### config.mk
export PLATFORM = sky130hd
export DESIGN_NAME = ult_top
export DESIGN_NICKNAME = d
export VERILOG_FILES = /design/src/ult_pkg.sv /design/src/ult_term_decode.sv /design/src/ult_top.sv
export VERILOG_INCLUDE_DIRS = /design/src
export SDC_FILE = /design/constraint.sdc
export NUM_CORES = 1
export LEC_CHECK = 0
export BUFFER_PORTS_ARGS = -buffer_cell sky130_fd_sc_hd__buf_2
export CORE_MARGIN = 2
export CORE_UTILIZATION = 30
export CTS_CLUSTER_DIAMETER = 150
export DETAILED_ROUTE_END_ITERATION = 10
export GPL_TIMING_DRIVEN = 1
export RECOVER_POWER = 50
export REMOVE_ABC_BUFFERS = 1
export SYNTH_ARGS = -nofsm -noshare
export SYNTH_HDL_FRONTEND = slang
export SYNTH_SLANG_ARGS = --single-unit
### constraint.sdc
create_clock -name i_core_clk -period 3.4 [get_ports i_core_clk]
set_input_delay 0.68 -clock i_core_clk [delete_from_list [all_inputs] [get_ports i_core_clk]]
set_output_delay 0.68 -clock i_core_clk [all_outputs]
set_load 0.005 [all_outputs]
### src/ult_regs.svh
// Register offsets, field positions, reset values and timing counts
// for the line termination and serial path block.
// Assumes a 32-bit APB slave with 8-bit byte addresses.
`ifndef ULT_REGS_SVH
`define ULT_REGS_SVH

// ==========================================
// Register offsets
`define ULT_CTRL_OFS 8'h00
`define ULT_STAT_OFS 8'h04
`define ULT_TXD_OFS 8'h08
`define ULT_RXD_OFS 8'h0c

// ==========================================
// Control register fields
`define ULT_XCVR_LSB 0
`define ULT_TERM_BIT 2
`define ULT_OPERATING_MODE_FIELD_LSB 3
`define ULT_DP_PD_BIT 5
`define ULT_DM_PD_BIT 6
`define ULT_BOOST_LSB 8
// Power-up setting: transceiver select 01b, both pull-down bits set
`define ULT_CTRL_RST 32'h0000_0061

// ==========================================
// Status and receive data fields
`define ULT_RXD_VALID_BIT 8
`define ULT_RXD_OVR_BIT 9

// ==========================================
// Serial path counts
`define ULT_STUFF_RUN 3'h6
`define ULT_BYTE_BITS 4'h8

`endif

### src/ult_pkg.sv
// Types shared by the termination decoder and the block top.
// No assumptions beyond a SystemVerilog elaborator.
package ult_pkg;

  // ==========================================
  // Termination enables toward the analog resistors
  typedef struct packed {
    logic pu_dp;
    logic pu_dm;
    logic pd_dp;
    logic pd_dm;
    logic hs_term;
  } ult_term_en_type;

  // ==========================================
  // Transceiver settings written by the link
  typedef struct packed {
    logic [1:0] xcvr_sel;
    logic term_sel;
    logic [1:0] operating_mode_field;
    logic dp_pd;
    logic dm_pd;
  } ult_cfg_type;

  typedef enum logic [1:0] {
    ULT_LINE_SE0 = 2'b00,
    ULT_LINE_J = 2'b01,
    ULT_LINE_K = 2'b10,
    ULT_LINE_SE1 = 2'b11
  } ult_line_type;

  typedef enum logic [1:0] {
    ULT_TX_IDLE = 2'b00,
    ULT_TX_SEND = 2'b01
  } ult_tx_state_type;

endpackage

### src/ult_term_decode.sv
// Termination decoder: settings to the five resistor enables.
// Purely combinational; the caller registers the result.
`timescale 1ns/1ns
module ult_term_decode
  import ult_pkg::*;
(
  // Settings
  input wire ult_cfg_type i_cfg,
  // Enables
  output ult_term_en_type o_en
);

  // ==========================================
  // Setting classes
  wire op_norm = (i_cfg.operating_mode_field == 2'b00);
  wire op_chirp = (i_cfg.operating_mode_field == 2'b10);
  wire x_hs = (i_cfg.xcvr_sel == 2'b00);
  wire x_fs = (i_cfg.xcvr_sel == 2'b01);
  wire x_ls = (i_cfg.xcvr_sel == 2'b10);
  wire tri_st = (i_cfg.operating_mode_field == 2'b01);
  wire host = i_cfg.dp_pd & i_cfg.dm_pd;
  wire periph = ~i_cfg.dp_pd;
  wire otg = ~i_cfg.dp_pd & i_cfg.dm_pd;

  // Host: high-speed path only for select 00b, term 0
  wire host_hs = x_hs & ~i_cfg.term_sel & (op_norm | op_chirp);
  wire host_fsls = i_cfg.term_sel & ((op_norm & ~x_hs) | (op_chirp & (x_fs | x_ls)));
  wire host_pwr = x_fs & ~i_cfg.term_sel & op_norm;
  wire host_ok = host & (host_hs | host_fsls | host_pwr);

  // Peripheral and OTG device share the high-speed and plus pull-up rows
  wire per_hs = x_hs & ~i_cfg.term_sel & (op_norm | op_chirp);
  wire per_dp = (x_hs & i_cfg.term_sel & op_chirp) | (x_fs & i_cfg.term_sel & (op_norm | op_chirp));
  // Low speed has no OTG device row, so the minus pull-down bit excludes it
  wire per_dm = x_ls & i_cfg.term_sel & (op_norm | op_chirp) & ~i_cfg.dm_pd;
  wire per_ok = periph & (per_hs | per_dp | per_dm);

  // Anything else, or tri-state, leaves all resistors off
  wire ok = ~tri_st & (host_ok | per_ok);

  assign o_en.pu_dp = ok & periph & per_dp;
  assign o_en.pu_dm = ok & periph & per_dm;
  assign o_en.pd_dp = ok & host;
  assign o_en.pd_dm = ok & (host | otg);
  assign o_en.hs_term = ok & ((host & host_hs) | (periph & per_hs));

endmodule

### src/ult_top.sv
// Line termination, receive and transmit serial path with APB registers.
// Assumes synchronous pin inputs and one bit per enabled clock cycle.
//
// Behaviour
// - Separate high-speed and full/low-speed receivers, muxed by mode into receive logic.
// - High-speed receive data is gated off while squelch reports noise.
// - Per-line single-ended receivers give the full-speed line state.
// - Transmit bytes are NRZI encoded, bit-stuffed and serialised onto the right driver.
// - A software boost field scales the high-speed driver amplitude.
// - Termination enables follow the current settings only, no calibration.
// - Decoder inputs: select, termination, mode, and both pull-down bits.
// - Two outputs enable the plus-line and minus-line pull-ups.
// - Two outputs separately enable the plus and minus pull-downs.
// - One output enables high-speed termination on both lines.
// - Host: both pull-downs; high-speed termination only for select 00b.
// - Peripheral: plus pull-up for chirp/full, minus for low, termination for high speed.
// - OTG device: peripheral enables plus the minus-line pull-down; low speed has no OTG row, so all five are off.
// - Undefined input combinations turn all five enables off.
// - No decode for an upstream hub port role.
//
// The APB register port and the placing of the registers are this design's own decisions.
`timescale 1ns/1ns
`include "ult_regs.svh"
module ult_top
  import ult_pkg::*;
#(
  parameter int ADDR_W = 8,
  parameter int BOOST_W = 3
) (
  // Clock, reset, enable
  input wire logic i_core_clk,
  input wire logic i_rstn,
  input wire logic i_clk_en,
  // APB slave
  input wire logic i_psel,
  input wire logic i_penable,
  input wire logic i_pwrite,
  input wire logic [ADDR_W-1:0] i_paddr,
  input wire logic [31:0] i_pwdata,
  output logic [31:0] o_prdata,
  output logic o_pready,
  output logic o_pslverr,
  // Receivers
  input wire logic i_hs_rx_data,
  input wire logic i_fs_rx_data,
  input wire logic i_hs_squelch,
  input wire logic i_se_dp,
  input wire logic i_se_dm,
  // Drivers
  output logic o_hs_tx_data,
  output logic o_hs_tx_oe,
  output logic o_fs_tx_data,
  output logic o_fs_tx_oe,
  output logic [BOOST_W-1:0] o_tx_boost,
  // Termination resistors
  output ult_term_en_type o_term_en
);

  // ==========================================
  // Elaboration checks
  if (ADDR_W < 4 || ADDR_W > 32) begin : g_chk_addr
    $error("ult_top: ADDR_W must be 4..32");
  end
  if (BOOST_W < 1 || BOOST_W > 8) begin : g_chk_boost
    $error("ult_top: BOOST_W must be 1..8");
  end

  function automatic logic addr_is(input logic [ADDR_W-1:0] a, input logic [7:0] ofs);
    addr_is = (a == ADDR_W'(ofs));
  endfunction

  // NRZI: a zero toggles the line, a one keeps it
  function automatic logic nrzi_next(input logic line, input logic bit_v);
    nrzi_next = bit_v ? line : ~line;
  endfunction

  // ==========================================
  // Register state
  logic [31:0] ctrl_r;
  logic [7:0] hold_r;
  logic hold_vld_r;
  logic [7:0] rx_byte_r;
  logic rx_vld_r;
  logic rx_ovr_r;
  logic pready_r;
  logic pslverr_r;
  logic [31:0] prdata_r;

  ult_cfg_type cfg;
  assign cfg.xcvr_sel = ctrl_r[`ULT_XCVR_LSB +: 2];
  assign cfg.term_sel = ctrl_r[`ULT_TERM_BIT];
  assign cfg.operating_mode_field = ctrl_r[`ULT_OPERATING_MODE_FIELD_LSB +: 2];
  assign cfg.dp_pd = ctrl_r[`ULT_DP_PD_BIT];
  assign cfg.dm_pd = ctrl_r[`ULT_DM_PD_BIT];

  wire hs_mode = (cfg.xcvr_sel == 2'b00);
  wire drv_off = (cfg.operating_mode_field == 2'b01);

  // ==========================================
  // APB decode
  wire sel_ctrl = addr_is(i_paddr, `ULT_CTRL_OFS);
  wire sel_stat = addr_is(i_paddr, `ULT_STAT_OFS);
  wire sel_txd = addr_is(i_paddr, `ULT_TXD_OFS);
  wire sel_rxd = addr_is(i_paddr, `ULT_RXD_OFS);
  wire mapped = sel_ctrl | sel_stat | sel_txd | sel_rxd;
  wire access = i_psel & i_penable;
  // Completion edge: the one at which pready is seen high
  wire done = access & pready_r;
  // A data write waits while the holding byte is still occupied
  wire can_ans = ~(i_pwrite & sel_txd & hold_vld_r);
  wire raise = access & ~pready_r & can_ans;
  wire wr_ctrl = done & i_pwrite & sel_ctrl;
  wire wr_txd = done & i_pwrite & sel_txd;
  wire rd_rxd = done & ~i_pwrite & sel_rxd;

  // ==========================================
  // Line state and receive path
  logic [1:0] line_raw;
  assign line_raw = {i_se_dm, i_se_dp};
  ult_line_type line_st;
  assign line_st = ult_line_type'(line_raw);

  wire rx_bit_in = hs_mode ? i_hs_rx_data : i_fs_rx_data;
  // Noise below squelch never enters the deserialiser
  wire rx_act = hs_mode ? ~i_hs_squelch : (line_st == ULT_LINE_J || line_st == ULT_LINE_K);

  logic rx_prev_r;
  logic [2:0] rx_ones_r;
  logic [7:0] rx_sh_r;
  logic [2:0] rx_cnt_r;

  wire rx_dec = (rx_bit_in == rx_prev_r);
  wire rx_drop = (rx_ones_r == `ULT_STUFF_RUN);
  wire rx_take = rx_act & ~rx_drop;
  wire rx_full = rx_take & (rx_cnt_r == 3'h7);
  wire [7:0] rx_sh_nxt = {rx_dec, rx_sh_r[7:1]};

  always_ff @(posedge i_core_clk or negedge i_rstn) begin
    if (!i_rstn) begin
      rx_prev_r <= 1'b1;
      rx_ones_r <= 3'h0;
      rx_sh_r <= 8'h00;
      rx_cnt_r <= 3'h0;
    end else if (i_clk_en) begin
      if (!rx_act) begin
        rx_prev_r <= 1'b1;
        rx_ones_r <= 3'h0;
        rx_cnt_r <= 3'h0;
      end else begin
        rx_prev_r <= rx_bit_in;
        if (rx_drop) begin
          rx_ones_r <= 3'h0;
        end else begin
          rx_ones_r <= rx_dec ? rx_ones_r + 3'h1 : 3'h0;
          rx_sh_r <= rx_sh_nxt;
          rx_cnt_r <= rx_cnt_r + 3'h1;
        end
      end
    end
  end

  // A fresh byte wins over a read that clears the previous one
  logic rx_vld_nxt;
  logic rx_ovr_nxt;
  assign rx_vld_nxt = rx_full | (rx_vld_r & ~rd_rxd);
  assign rx_ovr_nxt = (rx_full & rx_vld_r & ~rd_rxd) | (rx_ovr_r & ~rd_rxd);

  always_ff @(posedge i_core_clk or negedge i_rstn) begin
    if (!i_rstn) begin
      rx_byte_r <= 8'h00;
      rx_vld_r <= 1'b0;
      rx_ovr_r <= 1'b0;
    end else if (i_clk_en) begin
      if (rx_full) begin
        rx_byte_r <= rx_sh_nxt;
      end
      rx_vld_r <= rx_vld_nxt;
      rx_ovr_r <= rx_ovr_nxt;
    end
  end

  // ==========================================
  // Transmit path
  ult_tx_state_type tx_st_r;
  ult_tx_state_type tx_st_nxt;
  logic [7:0] tx_sh_r;
  logic [3:0] tx_bits_r;
  logic [2:0] tx_ones_r;
  logic tx_line_r;

  wire tx_stuff = (tx_ones_r == `ULT_STUFF_RUN);
  wire tx_data_step = (tx_st_r == ULT_TX_SEND) & ~tx_stuff & (tx_bits_r != 4'h0);
  // Next byte is picked up on the last bit so the stream has no gap
  wire tx_load = hold_vld_r & ((tx_st_r == ULT_TX_IDLE) | (tx_data_step & (tx_bits_r == 4'h1)));
  wire tx_end = (tx_st_r == ULT_TX_SEND) & ~tx_stuff & (tx_bits_r == 4'h0);

  always_comb begin
    tx_st_nxt = tx_st_r;
    case (tx_st_r)
      ULT_TX_IDLE: begin
        if (tx_load) begin
          tx_st_nxt = ULT_TX_SEND;
        end
      end
      ULT_TX_SEND: begin
        if (tx_end) begin
          tx_st_nxt = ULT_TX_IDLE;
        end
      end
      default: tx_st_nxt = ULT_TX_IDLE;
    endcase
  end

  always_ff @(posedge i_core_clk or negedge i_rstn) begin
    if (!i_rstn) begin
      tx_st_r <= ULT_TX_IDLE;
      tx_sh_r <= 8'h00;
      tx_bits_r <= 4'h0;
      tx_ones_r <= 3'h0;
      tx_line_r <= 1'b1;
    end else if (i_clk_en) begin
      tx_st_r <= tx_st_nxt;
      if (tx_st_r == ULT_TX_SEND && tx_stuff) begin
        tx_line_r <= nrzi_next(tx_line_r, 1'b0);
        tx_ones_r <= 3'h0;
      end else if (tx_data_step) begin
        tx_line_r <= nrzi_next(tx_line_r, tx_sh_r[0]);
        tx_ones_r <= tx_sh_r[0] ? tx_ones_r + 3'h1 : 3'h0;
        tx_sh_r <= {1'b0, tx_sh_r[7:1]};
        tx_bits_r <= tx_bits_r - 4'h1;
      end
      if (tx_load) begin
        tx_sh_r <= hold_r;
        tx_bits_r <= `ULT_BYTE_BITS;
      end
      if (tx_end) begin
        tx_ones_r <= 3'h0;
      end
    end
  end

  // ==========================================
  // Drivers, boost and termination outputs
  ult_term_en_type term_dec;

  ult_term_decode u_term (
    .i_cfg(cfg),
    .o_en(term_dec)
  );

  wire tx_on = (tx_st_nxt == ULT_TX_SEND) & ~drv_off;

  always_ff @(posedge i_core_clk or negedge i_rstn) begin
    if (!i_rstn) begin
      o_hs_tx_oe <= 1'b0;
      o_fs_tx_oe <= 1'b0;
      o_tx_boost <= '0;
      o_term_en <= '0;
    end else if (i_clk_en) begin
      o_hs_tx_oe <= tx_on & hs_mode;
      o_fs_tx_oe <= tx_on & ~hs_mode;
      o_tx_boost <= ctrl_r[`ULT_BOOST_LSB +: BOOST_W];
      // Enables follow the settings directly; nothing to trim
      o_term_en <= term_dec;
    end
  end

  // The line level flop feeds both drivers; only the enables differ
  assign o_hs_tx_data = tx_line_r;
  assign o_fs_tx_data = tx_line_r;

  // ==========================================
  // Register writes and holding byte
  always_ff @(posedge i_core_clk or negedge i_rstn) begin
    if (!i_rstn) begin
      ctrl_r <= `ULT_CTRL_RST;
      hold_r <= 8'h00;
      hold_vld_r <= 1'b0;
    end else if (i_clk_en) begin
      if (wr_ctrl) begin
        ctrl_r <= i_pwdata;
      end
      if (wr_txd) begin
        hold_r <= i_pwdata[7:0];
      end
      hold_vld_r <= wr_txd | (hold_vld_r & ~tx_load);
    end
  end

  // ==========================================
  // Read data and APB answer
  logic [31:0] stat_word;
  logic [31:0] rd_word;
  assign stat_word = {22'h0, hold_vld_r, tx_st_r == ULT_TX_SEND, o_term_en, i_hs_squelch, line_raw};
  assign rd_word = sel_ctrl ? ctrl_r :
                   sel_stat ? stat_word :
                   sel_txd ? {24'h0, hold_r} :
                   sel_rxd ? {22'h0, rx_ovr_r, rx_vld_r, rx_byte_r} : 32'h0;

  always_ff @(posedge i_core_clk or negedge i_rstn) begin
    if (!i_rstn) begin
      pready_r <= 1'b0;
      pslverr_r <= 1'b0;
      prdata_r <= 32'h0;
    end else if (i_clk_en) begin
      pready_r <= raise;
      if (raise) begin
        pslverr_r <= ~mapped;
        prdata_r <= i_pwrite ? 32'h0 : rd_word;
      end else begin
        pslverr_r <= 1'b0;
      end
    end
  end

  assign o_pready = pready_r;
  assign o_pslverr = pslverr_r;
  assign o_prdata = prdata_r;

endmodule

==> run metrics, run 1 <==
outcome finished with violations; failing checks capacitance limit, slew limit; die span in y 142 um; sequential area share after synthesis 56.1%; FF+latch count, synth 127; prevailing post-synth register cell dfrtp_1; CTS hold repair buffers 0; I/O pins 97; Initial Utilization 30.4%; number of H-tree levels 4; CP Capture Type flip-flop; final period utilization 77.0%; CP Launch Type input pin; worst hold path type reg2reg; Finish-stage setup viols 0; post-route cell area 0.00697 mm^2; Layout Cells excl Fill 794; drt via density 5.00; Final TNS setup 0 ps; Hold Startpoint o_prdata[3]; total CTS buffers 17; post-route ant nets 0; Residual DRC 0; cell taking the most area after synthesis dfrtp_1; Post-Syn Area 0.00567 mm^2; GP Congestion 0.794; Pins Over Slew Limit 41; final core utilization 37.4%; wire per inst 17.3 um; Chip Width 142 um; CTS tree done; fraction of registers with async set/reset 100%; Synth area leaders dfrtp_1 (54%), mux2_2 (11%), a22o_1 (4.0%); Gate Count Post-Synth 449; Hold Path End o_prdata[3]; Placed Cells 761; Layout Nets 609; 1st-pass router iterations 4; slew at the pin closest to its max-slew limit 2220 ps; R2R Path Start tx_bits_r[0]; critical path fanouts, max 13; Leakage 3.53 nW; FF-to-FF End tx_sh_r[5]; Worst path most repeated cell clkbuf_1; fillers 1832; most common cell after layout, fill and taps aside dfrtp_1; Storage cell area 0.00318 mm^2; Critical path buffers and inverters 3; Max IR drop VDD 0.304 mV; clk_lat worst skew 420 ps; Tot GR Track Use 14.5%; Worst path top cell family by delay buffers and inverters; worst path cell trace clkbuf_1 > clkbuf_1 > nand4b_1 > nor3_2 > buf_4 > a22o_1; WHS Path Cells 2; number of enable flip-flop cells after synthesis 0; RSZ-0062 raised after global routing false; post-route minimum period 2620 ps; Post-Place Worst Slack 400 ps; initial antenna violation count 2; Multi-input gate area 0.00233 mm^2; dpl hpwl 10000 um; Ys Warns 0; CTS Sinks 127; clk buf depth 2; CP required 3750 ps; Reg2Reg Depth 6; endpoints failing hold 0; first-pass GRT wire length 22200 um; Slowest-stage cell, CP nor3_2; post-CTS setup buffer count 0; Yosys top cell area share 53.8%; Worst Skew 12.2 ps; die footprint 0.0200 mm^2; fmax 382 MHz; largest net degree at the start of global routing 60; CP Class in2reg; most frequent cells in the layout dfrtp_1 (122), buf_2 (85), mux2_2 (53); max incr delay on CP 660 ps; Pwr Density 560 mW/mm^2; CTS clock-pin slew for the worst setup and hold paths 50 ps; GRT overflow 0; Cell Rows 50; final worst slack 783 ps; Core ar. 0.0186 mm^2; Yosys cell types 54; share of cells above drive strength 1 34.7%; Vias 3973; DP Area 0.00640 mm^2; Post-CTS Resized 0; r2r setup slk 970 ps; routed wire length 13700 um; vias in the first global route 4148; CP arrival 2970 ps; CTS Root Cell clkbuf_16; max_cap viols 1; DRT iter0 DRCs 155; average size of a mapped cell 12.6 um^2; buffers added on ports 96; Rel. slew slack -47.9%; area growth from synthesis to layout 22.9%
-- cells by family after synthesis --
group / count (synthesis) / synth area share, %
flops: 127 / 56.1
simple gates: 102 / 9.26
compound gates: 89 / 11.8
mux: 76 / 16.8
buf+inv: 40 / 2.91
fa+ha+maj: 12 / 2.65
xor+xnor: 3 / 0.463
-- report_power, final --
group	total [mW]	switching (mW)	internal [mW]
clock	1.83	0.639	1.19
sequential	1.67	0.0736	1.59
combinational	0.413	0.239	0.174
total	3.91	0.952	2.95
-- state kept, by name, summed over array words and instances, names as in the netlist, 2 cells and up --
signal	cells
rx_ones_r	3
o_prdata	32
tx_st_r	2
o_tx_boost	3
ctrl_r	32
tx_ones_r	3
rx_sh_r	7
rx_cnt_r	3
hold_r	8
tx_bits_r	4
rx_byte_r	8
o_term_en	5
tx_sh_r	8
-- per-stage QoR --
step / hold WS, ps / power, mW
after global routing: 481 / 4.08
after detailed placement: 461 / 2.11
final: 474 / 3.91
after global placement: 461 / 2.09
after CTS: 248 / 3.95
after floorplan: 384 / 1.93
-- how the worst max path moves through the flow --
stage                    start      endpoint  cells after the start  slack [ps]
detailed placement  i_paddr[5]    ctrl_r[30]                      6         400
floorplan           i_paddr[5]     ctrl_r[7]                      4         590
finish                i_clk_en  o_prdata[22]                      6         780
global placement    i_paddr[5]    ctrl_r[15]                      6         500
CTS                 i_paddr[5]    ctrl_r[30]                      6         840
global route          i_clk_en  o_prdata[19]                      6         600
-- Yosys cell counts, types with 6 or more instances --
library cell / instances
a21o_1: 6
a22o_1: 26
clkbuf_1: 15
dfrtp_1: 122
ha_1: 12
inv_1: 17
mux2_2: 53
mux2_4: 10
mux4_2: 6
nand2_1: 47
nand2b_1: 17
nor2_1: 9
o21ai_0: 18
o41ai_1: 7
-- metal layers --
metal / global-route usage [%] / wire (um) / share of wire (%) / vias up
li1: - / - / - / 1835
met1: 19.0 / 6470 / 47 / 2002
met2: 22.2 / 6130 / 45 / 119
met3: 4.96 / 905 / 6.6 / 15
met4: 5.47 / 216 / 1.6 / 2
met5: 0 / 11 / 0.080 / -
-- worst reg2reg max path, cell delays in order, from the launching register on --
cell and delay, ps:
dfrtp_1 420, inv_1 90, ha_1 160, or3b_1 420
a31oi_1 590, nor2_2 270, mux2_4 370
-- final cells by class --
| type | instances | share of cell area [%] |
|---|---|---|
| flip-flops and latches | 127 | 45.7 |
| multi-input cells | 282 | 33.4 |
| inverters | 17 | 0.915 |
| diodes | 1 | 0.0359 |
| repair buffers | 101 | 7.36 |
| clock buffers | 25 | 6.82 |
| well taps | 234 | 4.20 |
| clock inverters | 7 | 1.61 |
No activity file was read; power rests on OpenSTA's default activity.
==> inputs of run 2 (changes only) <==
clock period = 2.2 ns   (was 3.4 ns; I/O delays follow)
==> run metrics, run 2 (same netlist as run 1, synthesis figures left out) <==
Leakage 3.66 nW (+3.9%); switching part of the total power 23.0% (-1.4 points); most common cell after layout, fill and taps aside dfrtp_1; GRT overflow 0 (unchanged); GP Congestion 0.768 (-3.3%); CTS Root Cell clkbuf_16; I/O pins 97 (unchanged); CTS hold repair buffers 0 (unchanged); Antenna diodes 0 (-1); Max IR drop VDD 0.291 mV (-4.2%); initial antenna violation count 0 (-2); NetSw 1.47 mW (+55%); Cell Rows 50 (unchanged); CP arrival 2370 ps (-600 ps); Vias 4001 (+0.70%); Rel. slew slack 33.4% (+81 points); max_cap viols 0 (-1); final worst slack 124 ps (-658 ps); routed wire length 14000 um (+1.8%); total CTS buffers 17 (unchanged); Pwr Density 891 mW/mm^2 (+59%); outcome finished clean; Layout Nets 630 (+3.4%); 1st-pass router iterations 5 (+1); fmax 482 MHz; CTS clock-pin slew for the worst setup and hold paths 60 ps (about the same); post-CTS setup buffer count 0 (unchanged); CTS tree done; Residual DRC 0 (unchanged); CP Capture Type flip-flop; CP Launch Type flip-flop; die footprint 0.0200 mm^2 (unchanged); vias in the first global route 4201 (+1.3%); endpoints failing hold 0 (unchanged); Core ar. 0.0186 mm^2 (unchanged); share of cells above drive strength 1 37.2% (+2.5 points); Tot GR Track Use 14.6% (+0.086 points); CP required 2490 ps (-1260 ps); final period utilization 94.3%; CP Class reg2reg; post-route cell area 0.00720 mm^2 (+3.3%); first-pass GRT wire length 22500 um (+1.3%); Initial Utilization 30.4% (unchanged); hold slack 168 ps (-306 ps); drt via density 4.92 (-1.8%); internal power 4.95 mW (+67%); slew at the pin closest to its max-slew limit 999 ps (-1220 ps); RSZ-0062 raised after global routing false; post-route minimum period 2080 ps; Finish-stage setup viols 0 (unchanged); critical path fanouts, max 9 (-4); number of H-tree levels 4 (unchanged); power share of the sequential group 40.0% (-2.6 points); Chip Width 142 um (unchanged); clk_lat worst skew 420 ps (about the same); clk buf depth 2 (unchanged); combinational share of power 11.3% (+0.7 points); Worst Skew 6.67 ps (-5.54 ps); worst hold path type in2async; buffers added on ports 96 (unchanged); DP Area 0.00659 mm^2 (+2.9%); clock power share 48.7% (+1.9 points); wire per inst 17.2 um (-0.74%); largest net degree at the start of global routing 42 (-30%); Post-Place Worst Slack 60.8 ps (-339 ps); dpl hpwl 10400 um (+3.4%); area growth from synthesis to layout 27.0%; DRT iter0 DRCs 245 (+58%); die span in y 142 um (unchanged); most frequent cells in the layout dfrtp_1 (122), buf_2 (86), mux2_2 (53); post-route ant nets 0 (unchanged); Pins Over Slew Limit 0 (-100%); CTS Sinks 127 (unchanged)
-- run 2: cell count changes in the layout (fill, tap and decap cells not counted), sizes merged --
| cell | before | now |
|---|---|---|
| buf | 89 | 108 |
| bufinv | 3 | 5 |
| clkbuf | 37 | 41 |
| clkinv | 3 | 0 |
| clkinvlp | 1 | 0 |
| diode | 1 | 0 |
-- run 2: layout make-up --
cell class	instances	area, um^2
Clock inverter	5	150
Fill cell	1774	11400
Sequential cell	127	3180
Timing Repair Buffer	122	664
Multi-Input combinational cell	282	2330
Inverter	17	63.8
Clock buffer	27	513
Tap cell	234	293
-- run 2: per-layer routing --
metal | wire, um | track usage (%) | vias to the layer above
met5 | 0 | 0 | -
met4 | 348 | 6.47 | 0
met3 | 814 | 3.71 | 23
met2 | 6330 | 23.1 | 122
met1 | 6480 | 18.9 | 1988
li1 | - | - | 1868
-- run 2: power groups by stage --
stage | registers (mW) | logic [mW] | clock network [mW]
finish | 2.57 | 0.724 | 3.13
global route | 2.58 | 0.820 | 3.29
CTS | 2.57 | 0.729 | 3.21
global placement | 2.59 | 0.697 | 0
detailed placement | 2.60 | 0.722 | 0
floorplan | 2.58 | 0.392 | 0
-- run 2: critical path, cell delays in order, from the launching register on --
cell	delay [ps]
dfrtp_1	400
inv_1	60
ha_1	220
and2_1	180
o32a_2	510
mux2_4	330
mux2_4	260
-- run 2: through the flow --
| stage | total power, mW | util [%] | instances | TNS, ps |
|---|---|---|---|---|
| 5_1_grt | 6.69 | 38.6 | 814 | 0 |
| 4_1_cts | 6.50 | 38.9 | 814 | 0 |
| 2_1_floorplan | 2.98 | - | 426 | -17380 |
| 3_3_place_gp | 3.29 | 35.3 | 782 | 0 |
| 3_5_place_dp | 3.33 | 35.3 | 782 | 0 |
| 6_report | 6.42 | 38.6 | 814 | 0 |
-- run 2: path summary, 6_finish.rpt --
path	slack, ps	startpoint	cells past startpoint	to
min	170	i_rstn	1	ctrl_r[25]
max reg2reg	120	tx_ones_r[0]	6	tx_sh_r[4]
max in group asynchronous	500	i_rstn	2	o_prdata[15]
max	120	tx_ones_r[0]	6	tx_sh_r[4]
min in group i_core_clk	250	i_pwdata[19]	2	ctrl_r[19]
min reg2reg	470	o_prdata[8]	2	o_prdata[8]
-- run 2: timing repair --
action,in CTS,in global routing
setup endpoints to repair,0,8
hold endpoints to repair,0,0
resized for setup,0,3
==> inputs of run 3 (changes only) <==
CTS_CLUSTER_DIAMETER = 60   (was 150)
SYNTH_HIERARCHICAL = 1   (was unset)
==> run metrics, run 3 <==
endpoints failing hold 0 (unchanged); drt via density 4.90 (-0.23%); fmax 494 MHz (+2.6%); sequential area share after synthesis 54.6% (-1.6 points); vias in the first global route 4518 (+7.5%); routed wire length 14900 um (+6.5%); fraction of registers with async set/reset 100% (unchanged); Layout Cells excl Fill 866 (+6.4%); GRT overflow 0 (unchanged); Worst setup startpoint tx_bits_r[0]; total power 6.10 mW (-4.9%); CTS tree done; CP Class reg2reg; Pwr Density 843 mW/mm^2 (-5.5%); CP required 2530 ps (+40 ps); post-route cell area 0.00724 mm^2 (+0.56%); synth cell count leaders dfrtp_1 (122), nand2_1 (52), mux2_4 (30), mux2_2 (27); largest net degree at the start of global routing 85 (+100%); Core ar. 0.0193 mm^2 (+3.4%); final worst slack 177 ps (+52.4 ps); prevailing post-synth register cell dfrtp_1; Hold Startpoint i_pwdata[11]; average size of a mapped cell 12.3 um^2 (-2.8%); Synth area leaders dfrtp_1 (52%), mux2_4 (7.7%), mux2_2 (5.2%); cell taking the most area after synthesis dfrtp_1; slew at the pin closest to its max-slew limit 874 ps (-126 ps); die span in y 143 um (+1.4%); Tot GR Track Use 15.2% (+0.62 points); most frequent cells in the layout dfrtp_1 (122), buf_2 (82), nand2_1 (52); final period utilization 92.0% (-2.4 points); area growth from synthesis to layout 24.1%; total CTS buffers 17 (unchanged); number of H-tree levels 4 (unchanged); count leader, synth dfrtp_1; Yosys cell types 60 (+11%); post-CTS setup buffer count 0 (unchanged); GP Congestion 0.815 (+6.1%); DRT iter0 DRCs 237 (-3.3%); 1st-pass router iterations 5 (unchanged); buffers added on ports 96 (unchanged); grt met2 use 25.4% (+2.2 points); most common cell after layout, fill and taps aside dfrtp_1; max incr delay on CP 510 ps (about the same); Initial Utilization 30.3% (-0.15 points); Finish-stage setup viols 0 (unchanged); critical path fanouts, max 9 (unchanged); worst path cell trace inv_1 > ha_1 > or3b_2 > a31oi_1 > nor2_1 > mux2i_1; number of enable flip-flop cells after synthesis 0 (unchanged); post-route minimum period 2020 ps (-52.4 ps); wire per inst 17.2 um (+0.13%); CTS clock-pin slew for the worst setup and hold paths 60 ps (about the same); FF+latch count, synth 127 (unchanged); Post-Syn Area 0.00584 mm^2 (+2.9%); Multi-input gate area 0.00247 mm^2 (+5.8%); Post-Place Worst Slack 84.0 ps (+23.1 ps); Rel. slew slack 41.8% (+8.4 points); Vias 4247 (+6.1%); first-pass GRT wire length 24000 um (+6.8%); max_cap viols 0 (unchanged); die footprint 0.0206 mm^2 (+2.8%); fillers 1944 (+9.6%); clk_lat worst skew 420 ps (about the same); GR Util met1 18.8% (-0.14 points); Placed Cells 832 (+6.4%); Storage cell area 0.00318 mm^2 (unchanged); initial antenna violation count 1 (+1); final core utilization 37.6% (-1.1 points); Slowest-stage cell, CP or3b_2; Gate Count Post-Synth 475 (+5.8%); Residual DRC 0 (unchanged); Yosys top cell area share 52.3% (-1.5 points); Critical path buffers and inverters 1 (unchanged); CTS Root Cell clkbuf_16; Ys Warns 6 (+6); met3 Resource Use GR 3.90% (+0.19 points); global route hottest layer met2; R2R Path Start tx_bits_r[0]; post-route ant nets 0 (unchanged); Layout Nets 650 (+3.2%); Pins Over Slew Limit 0 (unchanged); I/O pins 97 (unchanged); DP Area 0.00671 mm^2 (+1.9%); Leakage 3.69 nW (+0.69%); worst hold path type in2reg; Chip Width 143 um (+1.4%); CP Capture Type flip-flop; Max IR drop VDD 0.584 mV (+100%); CP arrival 2350 ps (-20 ps); clk buf depth 2 (unchanged); hold slack 249 ps (+80.6 ps); Worst path top cell family by delay simple AND/OR/NAND/NOR gates; share of cells above drive strength 1 34.3% (-2.9 points); CP Launch Type flip-flop; outcome finished clean; dpl hpwl 10700 um (+3.4%); CTS Sinks 127 (unchanged); RSZ-0062 raised after global routing false; Final TNS setup 0 ps (unchanged); Worst Skew 8.83 ps (+2.16 ps); Cell Rows 51 (+2.0%)
run 3: routing by layer:
layer,wire (um),up-vias
met5,0,-
met3,707,20
li1,-,1958
met2,7440,110
met4,330,0
met1,6400,2159
run 3: kinds of logic after synthesis:
group,share of synthesized area (%)
buffers and inverters,3.11
XOR/XNOR,0.300
adder cells (fa/ha/maj),2.57
multiplexers,15.7
AND/OR/NAND/NOR,10.4
AO/OA/AOI/OAI,13.3
flip-flops,54.6
run 3: final timing paths:
kind	endpoint	slack, ps	cells after the start
min	ctrl_r[11]	250	2
min reg2reg	rx_sh_r[1]	480	2
max reg2reg	tx_bits_r[0]	180	6
max	tx_bits_r[0]	180	6
min in group asynchronous	ctrl_r[23]	520	2
max in group asynchronous	o_term_en[4]	420	3
run 3: cell type report:
cell class                 count  area share, %
sequential                   127           44.0
multi-input combinational    311           34.1
timing repair buffer         115           9.00
clock buffer                  22           6.69
tap                          265           4.58
clock inverter                10          0.864
inverter                      15          0.777
antenna                        1         0.0345
run 3: repair_timing:
item                       CTS  global route
gates resized for setup      0             0
hold buffers                 1             0
setup endpoints to repair    0             0
hold endpoints to repair     7             0
run 3: power breakdown:
part | leakage, nW | switching [mW] | internal (mW)
registers | 1.69 | 0.168 | 2.53
clock network | 0.260 | 1.03 | 1.54
logic | 1.74 | 0.479 | 0.351
